**config.mk**
```make
export PLATFORM = sky130hd
export DESIGN_NAME = nvsc_host
export DESIGN_NICKNAME = d
export VERILOG_FILES = /design/src/nvsc_pkg.sv /design/src/nvsc_sync.sv /design/src/nvsc_host.sv
export SDC_FILE = /design/constraint.sdc
export NUM_CORES = 1
export LEC_CHECK = 0
export BUFFER_PORTS_ARGS = -buffer_cell sky130_fd_sc_hd__buf_2
export CAP_MARGIN = 20
export CORE_UTILIZATION = 50
export DETAILED_ROUTE_END_ITERATION = 10
export PLACE_DENSITY = 0.8
export SLEW_MARGIN = 20
export SYNTH_ARGS = -nofsm -noshare
export SYNTH_HDL_FRONTEND = slang
export SYNTH_SLANG_ARGS = --single-unit
```
**constraint.sdc**
```tcl
create_clock -name mclk_i -period 7 [get_ports mclk_i]
set_clock_uncertainty 0.05 [all_clocks]
set_input_delay 1.05 -clock mclk_i [delete_from_list [all_inputs] [get_ports mclk_i]]
set_output_delay 1.05 -clock mclk_i [all_outputs]
set_load 0.02 [all_outputs]
```
**src/nvsc_pkg.sv**
```systemverilog
// Purpose: shared constants and types for the nvsram host controller
// Assumes: 100 MHz clock, slowest speed grade of the memory
// Notes: cycle counts derive from printed times and the clock period
package nvsc_pkg;
    localparam int unsigned CLK_PERIOD_NS = 10;
    localparam int unsigned ADDR_W = 9;
    localparam int unsigned DATA_W = 8;
    localparam int unsigned CNT_W = 20;
    // least times, rounded up to whole cycles
    localparam int unsigned RD_ACCESS_NS = 45;
    localparam int unsigned WR_PULSE_NS = 30;
    localparam int unsigned STORE_INIT_NS = 20;
    localparam int unsigned RECALL_INIT_NS = 20;
    localparam int unsigned STORE_MS = 10;
    localparam int unsigned RECALL_US = 20;
    localparam int unsigned RESTORE_US = 550;
    localparam int unsigned SYNC_STAGES = 2;
    localparam int unsigned RD_CYC = (RD_ACCESS_NS + CLK_PERIOD_NS - 1) / CLK_PERIOD_NS;
    localparam int unsigned RD_ACT_CYC = RD_CYC + SYNC_STAGES;
    localparam int unsigned WR_CYC = (WR_PULSE_NS + CLK_PERIOD_NS - 1) / CLK_PERIOD_NS;
    localparam int unsigned STORE_INIT_CYC = (STORE_INIT_NS + CLK_PERIOD_NS - 1) / CLK_PERIOD_NS;
    localparam int unsigned RECALL_INIT_CYC = (RECALL_INIT_NS + CLK_PERIOD_NS - 1) / CLK_PERIOD_NS;
    localparam int unsigned STORE_CYC = (STORE_MS * 1000000 + CLK_PERIOD_NS - 1) / CLK_PERIOD_NS;
    localparam int unsigned RECALL_CYC = (RECALL_US * 1000 + CLK_PERIOD_NS - 1) / CLK_PERIOD_NS;
    localparam int unsigned RESTORE_CYC = (RESTORE_US * 1000 + CLK_PERIOD_NS - 1) / CLK_PERIOD_NS;
    // reset values
    localparam logic [DATA_W-1:0] DATA_RST = 8'h00;
    localparam logic [ADDR_W-1:0] ADDR_RST = 9'h000;

    typedef enum logic [1:0] {
        NVSC_OP_READ,
        NVSC_OP_WRITE,
        NVSC_OP_STORE,
        NVSC_OP_RECALL
    } nvsc_op_t;

    typedef struct packed {
        nvsc_op_t op;
        logic [ADDR_W-1:0] addr;
        logic [DATA_W-1:0] wdata;
    } nvsc_cmd_t;

    // active-low strobes toward the memory
    typedef struct packed {
        logic chip_sel_n;
        logic write_n;
        logic out_en_n;
        logic nonvolatile_select_n;
    } nvsc_strobe_t;

    localparam nvsc_strobe_t STROBE_IDLE = 4'hF;
endpackage

```
**src/nvsc_sync.sv**
```systemverilog
// Purpose: two-flop synchroniser for a bus of pin inputs
// Assumes: bits are independent levels
// Notes: first stage feeds only the second stage
module nvsc_sync #(
    parameter int unsigned W = 8
) (
    input wire logic mclk_i, // system clock
    input wire logic nrst_i, // async reset, active low
    input wire logic [W-1:0] d_i, // asynchronous input
    output logic [W-1:0] q_o // synchronised output
);
    import nvsc_pkg::*;
    logic [W-1:0] meta_q;
    logic [W-1:0] sync_q;

    // one pair of flops per bit
    for (genvar i = 0; i < W; i++) begin : g_bit
        always_ff @(posedge mclk_i or negedge nrst_i) begin
            if (!nrst_i) begin
                meta_q[i] <= 1'b0;
                sync_q[i] <= 1'b0;
            end else begin
                meta_q[i] <= d_i[i];
                sync_q[i] <= meta_q[i];
            end
        end
    end
    assign q_o = sync_q;
endmodule

```
**src/nvsc_host.sv**
```systemverilog
// Purpose: host controller driving a 512x8 nonvolatile static ram by its pins
// Assumes: single clock; memory pins are asynchronous to it
// Notes: one command at a time; store and recall are waited out by time
// How it works
// - write strobe high reading, low writing
// - nonvolatile select high in plain accesses
// - hold store combination at least 20 ns
// - store initiation ends by releasing strobes
module nvsc_host #(
    parameter int unsigned STORE_WAIT = nvsc_pkg::STORE_CYC, // store wait in cycles
    parameter int unsigned RESTORE_WAIT = nvsc_pkg::RESTORE_CYC // power-up recall wait
) (
    input wire logic mclk_i, // system clock
    input wire logic nrst_i, // async reset, active low
    input wire logic cmd_valid_i, // command offered
    input wire nvsc_pkg::nvsc_cmd_t cmd_i, // op, address, write data
    output logic cmd_ready_o, // command taken when valid
    output logic [nvsc_pkg::DATA_W-1:0] rdata_o, // last read byte
    output logic done_o, // one-cycle pulse at op end
    output nvsc_pkg::nvsc_strobe_t strobe_o, // active-low memory strobes
    output logic [nvsc_pkg::ADDR_W-1:0] addr_o, // memory address
    input wire logic [nvsc_pkg::DATA_W-1:0] data_lines_i, // data pins in
    output logic [nvsc_pkg::DATA_W-1:0] data_lines_o, // data pins out
    output logic data_lines_oe_o // high while host drives data
);
    import nvsc_pkg::*;

    typedef enum logic [2:0] {
        ST_BOOT,
        ST_IDLE,
        ST_SETUP,
        ST_ACT,
        ST_WAIT,
        ST_REL
    } nvsc_state_t;

    localparam logic [CNT_W-1:0] RESTORE_LAST = CNT_W'(RESTORE_WAIT - 1);
    localparam logic [CNT_W-1:0] STORE_LAST = CNT_W'(STORE_WAIT - 1);
    localparam logic [CNT_W-1:0] RECALL_LAST = CNT_W'(RECALL_CYC - 1);
    localparam logic [CNT_W-1:0] RD_LAST = CNT_W'(RD_ACT_CYC - 1);
    localparam logic [CNT_W-1:0] WR_LAST = CNT_W'(WR_CYC - 1);
    localparam logic [CNT_W-1:0] STORE_INIT_LAST = CNT_W'(STORE_INIT_CYC - 1);
    localparam logic [CNT_W-1:0] RECALL_INIT_LAST = CNT_W'(RECALL_INIT_CYC - 1);

    nvsc_state_t state_q, state_d;
    logic [CNT_W-1:0] cnt_q, cnt_d;
    nvsc_cmd_t cmd_q, cmd_d;
    nvsc_strobe_t strobe_q, strobe_d;
    logic oe_q, oe_d;
    logic [DATA_W-1:0] rdata_q, rdata_d;
    logic done_q, done_d;
    logic [DATA_W-1:0] data_sync;
    logic nv_op;
    logic [CNT_W-1:0] act_last;

    // data pins pass two flops before use
    nvsc_sync #(.W(DATA_W)) u_sync (
        .mclk_i(mclk_i),
        .nrst_i(nrst_i),
        .d_i(data_lines_i),
        .q_o(data_sync)
    );

    assign nv_op = (cmd_q.op == NVSC_OP_STORE) || (cmd_q.op == NVSC_OP_RECALL);

    // length of the asserted phase per operation
    always_comb begin
        case (cmd_q.op)
            NVSC_OP_READ: act_last = RD_LAST;
            NVSC_OP_WRITE: act_last = WR_LAST;
            NVSC_OP_STORE: act_last = STORE_INIT_LAST;
            default: act_last = RECALL_INIT_LAST;
        endcase
    end

    // sequencer next-state logic
    always_comb begin
        state_d = state_q;
        cnt_d = cnt_q;
        cmd_d = cmd_q;
        strobe_d = strobe_q;
        oe_d = oe_q;
        rdata_d = rdata_q;
        done_d = 1'b0;
        case (state_q)
            ST_BOOT: begin
                if (cnt_q == RESTORE_LAST) begin
                    state_d = ST_IDLE;
                    cnt_d = '0;
                end else begin
                    cnt_d = cnt_q + 1'b1;
                end
            end
            ST_IDLE: begin
                if (cmd_valid_i) begin
                    cmd_d = cmd_i;
                    state_d = ST_SETUP;
                    if ((cmd_i.op == NVSC_OP_STORE) || (cmd_i.op == NVSC_OP_RECALL)) begin
                        strobe_d = '{chip_sel_n: 1'b0, write_n: 1'b1, out_en_n: 1'b1,
                                     nonvolatile_select_n: 1'b0};
                    end
                    oe_d = (cmd_i.op == NVSC_OP_WRITE);
                end
            end
            ST_SETUP: begin
                state_d = ST_ACT;
                cnt_d = '0;
                case (cmd_q.op)
                    NVSC_OP_READ: strobe_d = '{chip_sel_n: 1'b0, write_n: 1'b1, out_en_n: 1'b0,
                                               nonvolatile_select_n: 1'b1};
                    NVSC_OP_WRITE: strobe_d = '{chip_sel_n: 1'b0, write_n: 1'b0, out_en_n: 1'b1,
                                                nonvolatile_select_n: 1'b1};
                    NVSC_OP_STORE: strobe_d.write_n = 1'b0;
                    default: strobe_d.out_en_n = 1'b0;
                endcase
            end
            ST_ACT: begin
                if (cnt_q == act_last) begin
                    cnt_d = '0;
                    strobe_d = STROBE_IDLE;
                    if (cmd_q.op == NVSC_OP_READ) begin
                        rdata_d = data_sync;
                    end
                    state_d = nv_op ? ST_WAIT : ST_REL;
                end else begin
                    cnt_d = cnt_q + 1'b1;
                end
            end
            ST_WAIT: begin
                if (cnt_q == ((cmd_q.op == NVSC_OP_STORE) ? STORE_LAST : RECALL_LAST)) begin
                    cnt_d = '0;
                    state_d = ST_IDLE;
                    done_d = 1'b1;
                end else begin
                    cnt_d = cnt_q + 1'b1;
                end
            end
            // data hold after write, then bus released
            ST_REL: begin
                oe_d = 1'b0;
                state_d = ST_IDLE;
                done_d = 1'b1;
            end
            default: begin
                state_d = ST_IDLE;
                strobe_d = STROBE_IDLE;
                oe_d = 1'b0;
            end
        endcase
    end

    // sequencer registers
    always_ff @(posedge mclk_i or negedge nrst_i) begin
        if (!nrst_i) begin
            state_q <= ST_BOOT;
            cnt_q <= '0;
            cmd_q <= '0;
            strobe_q <= STROBE_IDLE;
            oe_q <= 1'b0;
            rdata_q <= DATA_RST;
            done_q <= 1'b0;
        end else begin
            state_q <= state_d;
            cnt_q <= cnt_d;
            cmd_q <= cmd_d;
            strobe_q <= strobe_d;
            oe_q <= oe_d;
            rdata_q <= rdata_d;
            done_q <= done_d;
        end
    end

    // pin and user outputs
    assign cmd_ready_o = (state_q == ST_IDLE);
    assign rdata_o = rdata_q;
    assign done_o = done_q;
    assign strobe_o = strobe_q;
    assign addr_o = cmd_q.addr;
    assign data_lines_o = cmd_q.wdata;
    assign data_lines_oe_o = oe_q;

    // assertion helpers
    logic store_combo;
    assign store_combo = !strobe_q.chip_sel_n && !strobe_q.write_n && strobe_q.out_en_n
                         && !strobe_q.nonvolatile_select_n;
endmodule

```
== After elaboration in Yosys (flattened, before gate mapping) ==
Index checks and enable logic that the tools add are counted.

* Flip-flop bits (word level): 72
* Input port bits: 30
* Output and inout port bits: 32
* Logic and storage cells: 93

* Add/sub/neg operators: 1
* Eq/ne operators: 22
* Mux-type cells: 24
* Bitwise logic cells: 2
* Reduce and logical (&&, ||, !) cells: 16

{| class="wikitable"
|+ Operators by type and width
! kind !! count
|-
| $mux 20 || 4
|-
| $pmux 20 s4 || 1
|-
| $eq 20x20->1 || 2
|-
| $add 20x1->20 const B || 1
|-
| $eq 20x16->1 const B || 1
|-
| $pmux 4 s4 || 1
|-
| $pmux 3 s5 || 1
|-
| $reduce_and 5->1 || 3
|-
| $mux 3 || 4
|-
| $mux 4 || 3
|-
| $ne 2x2->1 const B || 6
|-
| $eq 2x2->1 const B || 4
|-
| $pmux 1 s2 || 4
|-
| $eq 3x2->1 const B || 2
|-
| $eq 3x3->1 const B || 2
|-
| $pmux 3 s2 || 1
|-
| $mux 1 || 5
|-
| $eq 2x1->1 const B || 2
|-
| $reduce_and 2->1 || 2
|-
| $reduce_and 4->1 || 1
|-
| $reduce_bool 4->1 || 1
|-
| $reduce_or 2->1 || 2
|-
| $reduce_or 4->1 || 1
|-
| $eq 3x1->1 const B || 1
|-
| other kinds (8) || 10
|}

== Logic depth before layout (Yosys ltp) ==
* Depth after elaboration: 5
* Mapped depth: 9
* Mapped depth without buffers: 8

== By module ==
Synthesis repeated with hierarchy kept, for this count alone.

* Cell total of the unflattened synthesis: 317
* Area total of the unflattened synthesis: 3,392.0 um^2

{| class="wikitable"
|+ Modules (own cells, without submodules)
! module !! times used !! cells an instance !! area an instance (um^2) !! seq. area each (um^2)
|-
| nvsc_host || 1 || 301 || 2,991.6 || 1,406.3
|-
| nvsc_sync || 1 || 16 || 400.4 || 400.4
|}

== Worst setup path before layout ==
No wires, ideal clock.

* Kind: register -> register
* Start point: reg cnt_q[16]
* End point: reg rdata_q[6] (netlist: rdata_o[6])
* Library setup time: 0.128 ns
* Data arrival time: 2.242 ns
* Data required time: 6.822 ns
* Setup slack: 4.581 ns
* Cell stages (with the launch flop): 6
* Path buffers: 0
* Clock period less this slack: 2.419 ns
* Cells stage by stage: dfrtp_1 or4_4 or4_4 a211oi_4 nand4_4 mux2_1

* Cells in the longest elaborated chain, start to end: 2

{| class="wikitable"
|+ RTL lines
! element !! RTL line !! RTL
|-
| from (decl) || nvsc_host.sv:46 || <nowiki>logic [CNT_W-1:0] cnt_q, cnt_d;</nowiki>
|-
| from (signal assigned) || nvsc_host.sv:164 || <nowiki>cnt_q <= cnt_d;</nowiki>
|-
| $eq 20x20->1 || nvsc_host.sv:118 || <nowiki>if (cnt_q == act_last) begin</nowiki>
|-
| $reduce_and 3->1 (no line) || - ||
|-
| to (signal assigned) || nvsc_host.sv:168 || <nowiki>rdata_q <= rdata_d;</nowiki>
|-
| to (decl) || nvsc_host.sv:50 || <nowiki>logic [DATA_W-1:0] rdata_q, rdata_d;</nowiki>
|}

Every way passes these cells.
A chain may end at the register's enable or synchronous reset.

== Worst setup path after layout ==
* Start point: reg cnt_q[16]
* End point: reg cnt_q[5]

* Cells in the longest elaborated chain, start to end: 3
* Elaborated cells between the ends (all ways): 7
* Those cells by class: eq/ne (3); mux (4)

{| class="wikitable"
|+ RTL lines
! element !! RTL line !! RTL
|-
| $eq 20x20->1 (tied with other cells) || nvsc_host.sv:130 || <nowiki>if (cnt_q == ((cmd_q.op == NVSC_OP_STORE) ? STORE_LAST : RECALL_LAST)) begin</nowiki>
|-
| $mux 20 (on tied branches) || nvsc_host.sv:130, nvsc_host.sv:87, nvsc_host.sv:118 ||
|-
| $pmux 20 s4 (*) || nvsc_host.sv:85 || <nowiki>case (state_q)</nowiki>
|}

Mark *: on every way between the ends. The rest lies on a longest branch, timed or not.

==> results by group <==
Status
  • Status: finished, violations left
  • Failing checks: DRC

Clocking
  • CTS max path bufs: 2
  • Post_cts resized: 0
  • Root Buffer: clkbuf_8
  • Reg clk slew, reported paths: 0.08 ns
  • # hold bufs at CTS: 0
  • Setup bufs post-CTS: 0
  • Total CTS buffers: 9
  • Htree depth: 3
  • Clock Latency Late Sink: 0.35 ns
  • TritonCTS clock tree: done
  • CTS sink count: 72

Synth
  • Post-synthesis cell type count: 47
  • Mapped Area: 3390 um2
  • Synth Instances: 317
  • Post-synthesis sequential area ratio: 53.3%
  • Net Count, Synth: 353
  • Post-synth ARST share: 100%
  • Avg Cell Area, Syn: 10.7 um2
  • EDFF count, synth: 0
  • Post-synth top flop: dfrtp_1
  • Yosys warns: 0
  • Synthesized flop and latch total: 72

Timing
  • Final setup viols: 0
  • RSZ-0062 raised after global routing: no
  • Max-slew violations: 0
  • F_max: 346 MHz
  • Final min period: 2.89 ns
  • Worst hold margin: 0.299 ns
  • Hold Violations, Final: 0
  • Post-route clock period utilization: 41.3%
  • Rel. slew slack: 40.8%
  • Total negative setup slack: 0 ns
  • Actual slew at the worst max-slew pin: 0.888 ns

GRT
  • Vias in the first global route: 2451
  • Largest net degree at the start of global routing: 73
  • Congestion Overflow GR: 0
  • Initial antenna violation count: 0
  • First-pass GRT wire length: 11700 um
  • GRT Total Usage: 20.8%

Die
  • Rows: 29
  • Die area: 7120 um2
  • Ports: 62
  • Starting Density: 52.5%
  • Core area: 6460 um2
  • Width of the die: 84.4 um
  • Die height: 84.4 um

Drt
  • Antenna Nets Post-Route: 0
  • Drt first-iter violations: 187
  • DR vias: 2476
  • Drt drc: 2
  • TritonRoute pass-1 iters: 7
  • Vias per std cell: 5.56
  • Routed wire per std cell: 14.9 um
  • Routed WL: 6620 um

Place
  • HPWL after detailed placement: 4560 um
  • Post-DP Area: 3640 um2
  • GP Congestion: 0.816
  • Port bufs: 61

Critical path
  • Data required time of the critical path: 7.17 ns
  • Critical Path Start Type: register
  • Largest stage delay, worst path: 0.56 ns
  • Arr. time, crit path: 3.06 ns
  • CP max-delay cell: or4_4
  • Critical Path Fanout Max: 14
  • CP Capture Type: register
  • Cells along the critical path: or4_4, or4_4, o31ai_1, o31ai_4, nor2_4, o211ai_1
  • Worst setup path class: register to register
  • Top cell by count, worst path: or4_4

Pwr
  • Total power draw: 0.00165 W
  • Seq pwr share: 38.0%
  • Clock share of power: 21.7%
  • Comb pwr share: 40.2%
  • Switching power: 0.000655 W
  • Internal: 0.000998 W
  • P per Cell Area: 427 nW/um2
  • Sw frac: 39.6%
  • Leak: 1.77 nW
  • Worst-case vdd ir drop: 0.300 mV

Final layout
  • Design area: 3870 um2
  • # diodes: 0
  • Final net count: 399
  • Area growth syn-to-layout: 14.1%
  • Ratio of cells with drive above 1 in the final layout: 32.3%
  • Post-layout util: 59.9%
  • Most frequent cells in the layout: 68 x dfrtp_1, 61 x buf_2, 46 x nand2_1
  • Most common cell after layout, fill and taps aside: dfrtp_1

Worst hold path
  • Worst hold path class: register to register

Flow run
  • Maxcap violations: 0
[sequential cells by signal (all words and copies together), names as in the netlist]
| signal | count |
|---|---|
| addr_o | 9 |
| cmd_q | 2 |
| cnt_q | 20 |
| data_lines_o | 8 |
| data_lines_oe_o | 1 |
| done_o | 1 |
| rdata_o | 8 |
| state_q | 3 |
| strobe_o | 4 |
| u_sync.meta_q | 8 |
| u_sync.q_o | 8 |
[synth_stat cells (2+ instances only)]
cell type | instances | share of area (%)
clkbuf_1 | 10 | 1.1
or4_1 | 2 | 0.44
buf_4 | 18 | 4.0
and2_1 | 6 | 1.1
o31ai_1 | 2 | 0.44
nor2b_1 | 6 | 1.1
a22oi_1 | 3 | 0.66
o211ai_1 | 4 | 0.89
or2_2 | 2 | 0.37
or4_4 | 2 | 0.66
inv_1 | 6 | 0.66
o21ai_1 | 7 | 1.0
dfrtp_1 | 68 | 50
o21ai_0 | 6 | 0.89
nand3_1 | 9 | 1.3
nor4_1 | 6 | 1.1
o22ai_1 | 10 | 1.8
xnor2_1 | 6 | 1.5
and3_1 | 3 | 0.55
nor2_1 | 23 | 2.5
dfstp_2 | 4 | 3.1
mux2_2 | 25 | 8.3
ha_1 | 6 | 2.2
o32a_1 | 2 | 0.59
a21oi_1 | 4 | 0.59
nand4_1 | 5 | 0.92
nand2_1 | 46 | 5.1
or3_1 | 2 | 0.37
nor3_1 | 6 | 0.89
[layer usage]
metal / up-vias / routed length [um] / GRT usage [%]
met1: 1201 / 2960 / 27.5
met5: - / 0 / 0
met4: 0 / 131 / 7.24
li1: 1189 / - / -
met2: 73 / 3250 / 33.1
met3: 13 / 281 / 5.80
[cell type report]
cell class | instances | area (um2)
Tap cell | 77 | 96.3
Clock inverter | 6 | 92.6
Inverter | 6 | 22.5
Timing Repair Buffer | 63 | 320
Clock buffer | 10 | 128
Sequential cell | 72 | 1810
Fill cell | 541 | 2590
Multi-Input combinational cell | 211 | 1410
[kinds of logic (layout without fill, tap and decap cells)]
kind of cell               count (synthesis)  in the layout  synth area share [%]
xor gates and xnor gates                   7              7                  1.81
muxes                                     26             26                  8.63
and+or+nand+nor                          124            124                  18.4
buffers and inverters                     34             85                  5.75
adders and majority gates                  6              6                  2.21
DFF                                       72             72                  53.3
AOI/OAI and AO/OA                         48             48                  9.92
[power groups by stage]
stage               clock, W  combinational [W]  sequential, W
finish              0.000359           0.000665       0.000629
global placement           0           0.000641       0.000626
global route        0.000387           0.000724       0.000648
floorplan                  0           0.000527       0.000645
detailed placement         0           0.000657       0.000635
CTS                 0.000366           0.000661       0.000629
[metrics by stage]
| step | setup WS, ns | std cells |
|---|---|---|
| after global placement | 4.20 | 429 |
| after detailed placement | 4.15 | 429 |
| after global routing | 3.95 | 445 |
| final | 4.11 | 445 |
| after floorplan | 4.58 | 317 |
| after CTS | 4.18 | 445 |
[critical path: cells and delay by family (launching register included)]
| kind | cells | cell delay (ns) |
|---|---|---|
| simple gates | 3 | 1.33 |
| compound gates | 3 | 0.92 |
| flops | 1 | 0.44 |
[worst paths after layout]
check                            startpoint            end  slack (ns)  depth (start not counted)
hold / removal             u_sync.meta_q[1]  u_sync.q_o[1]        0.30                          0
min in group asynchronous            nrst_i      cnt_q[15]        0.86                          2
max in group asynchronous            nrst_i       cnt_q[3]        5.47                          2
setup reg to reg                  cnt_q[16]       cnt_q[5]        4.11                          6
setup / recovery                  cnt_q[16]       cnt_q[5]        4.11                          6
hold reg to reg            u_sync.meta_q[1]  u_sync.q_o[1]        0.30                          0
Note: power is estimated with default switching activity, not from simulation.
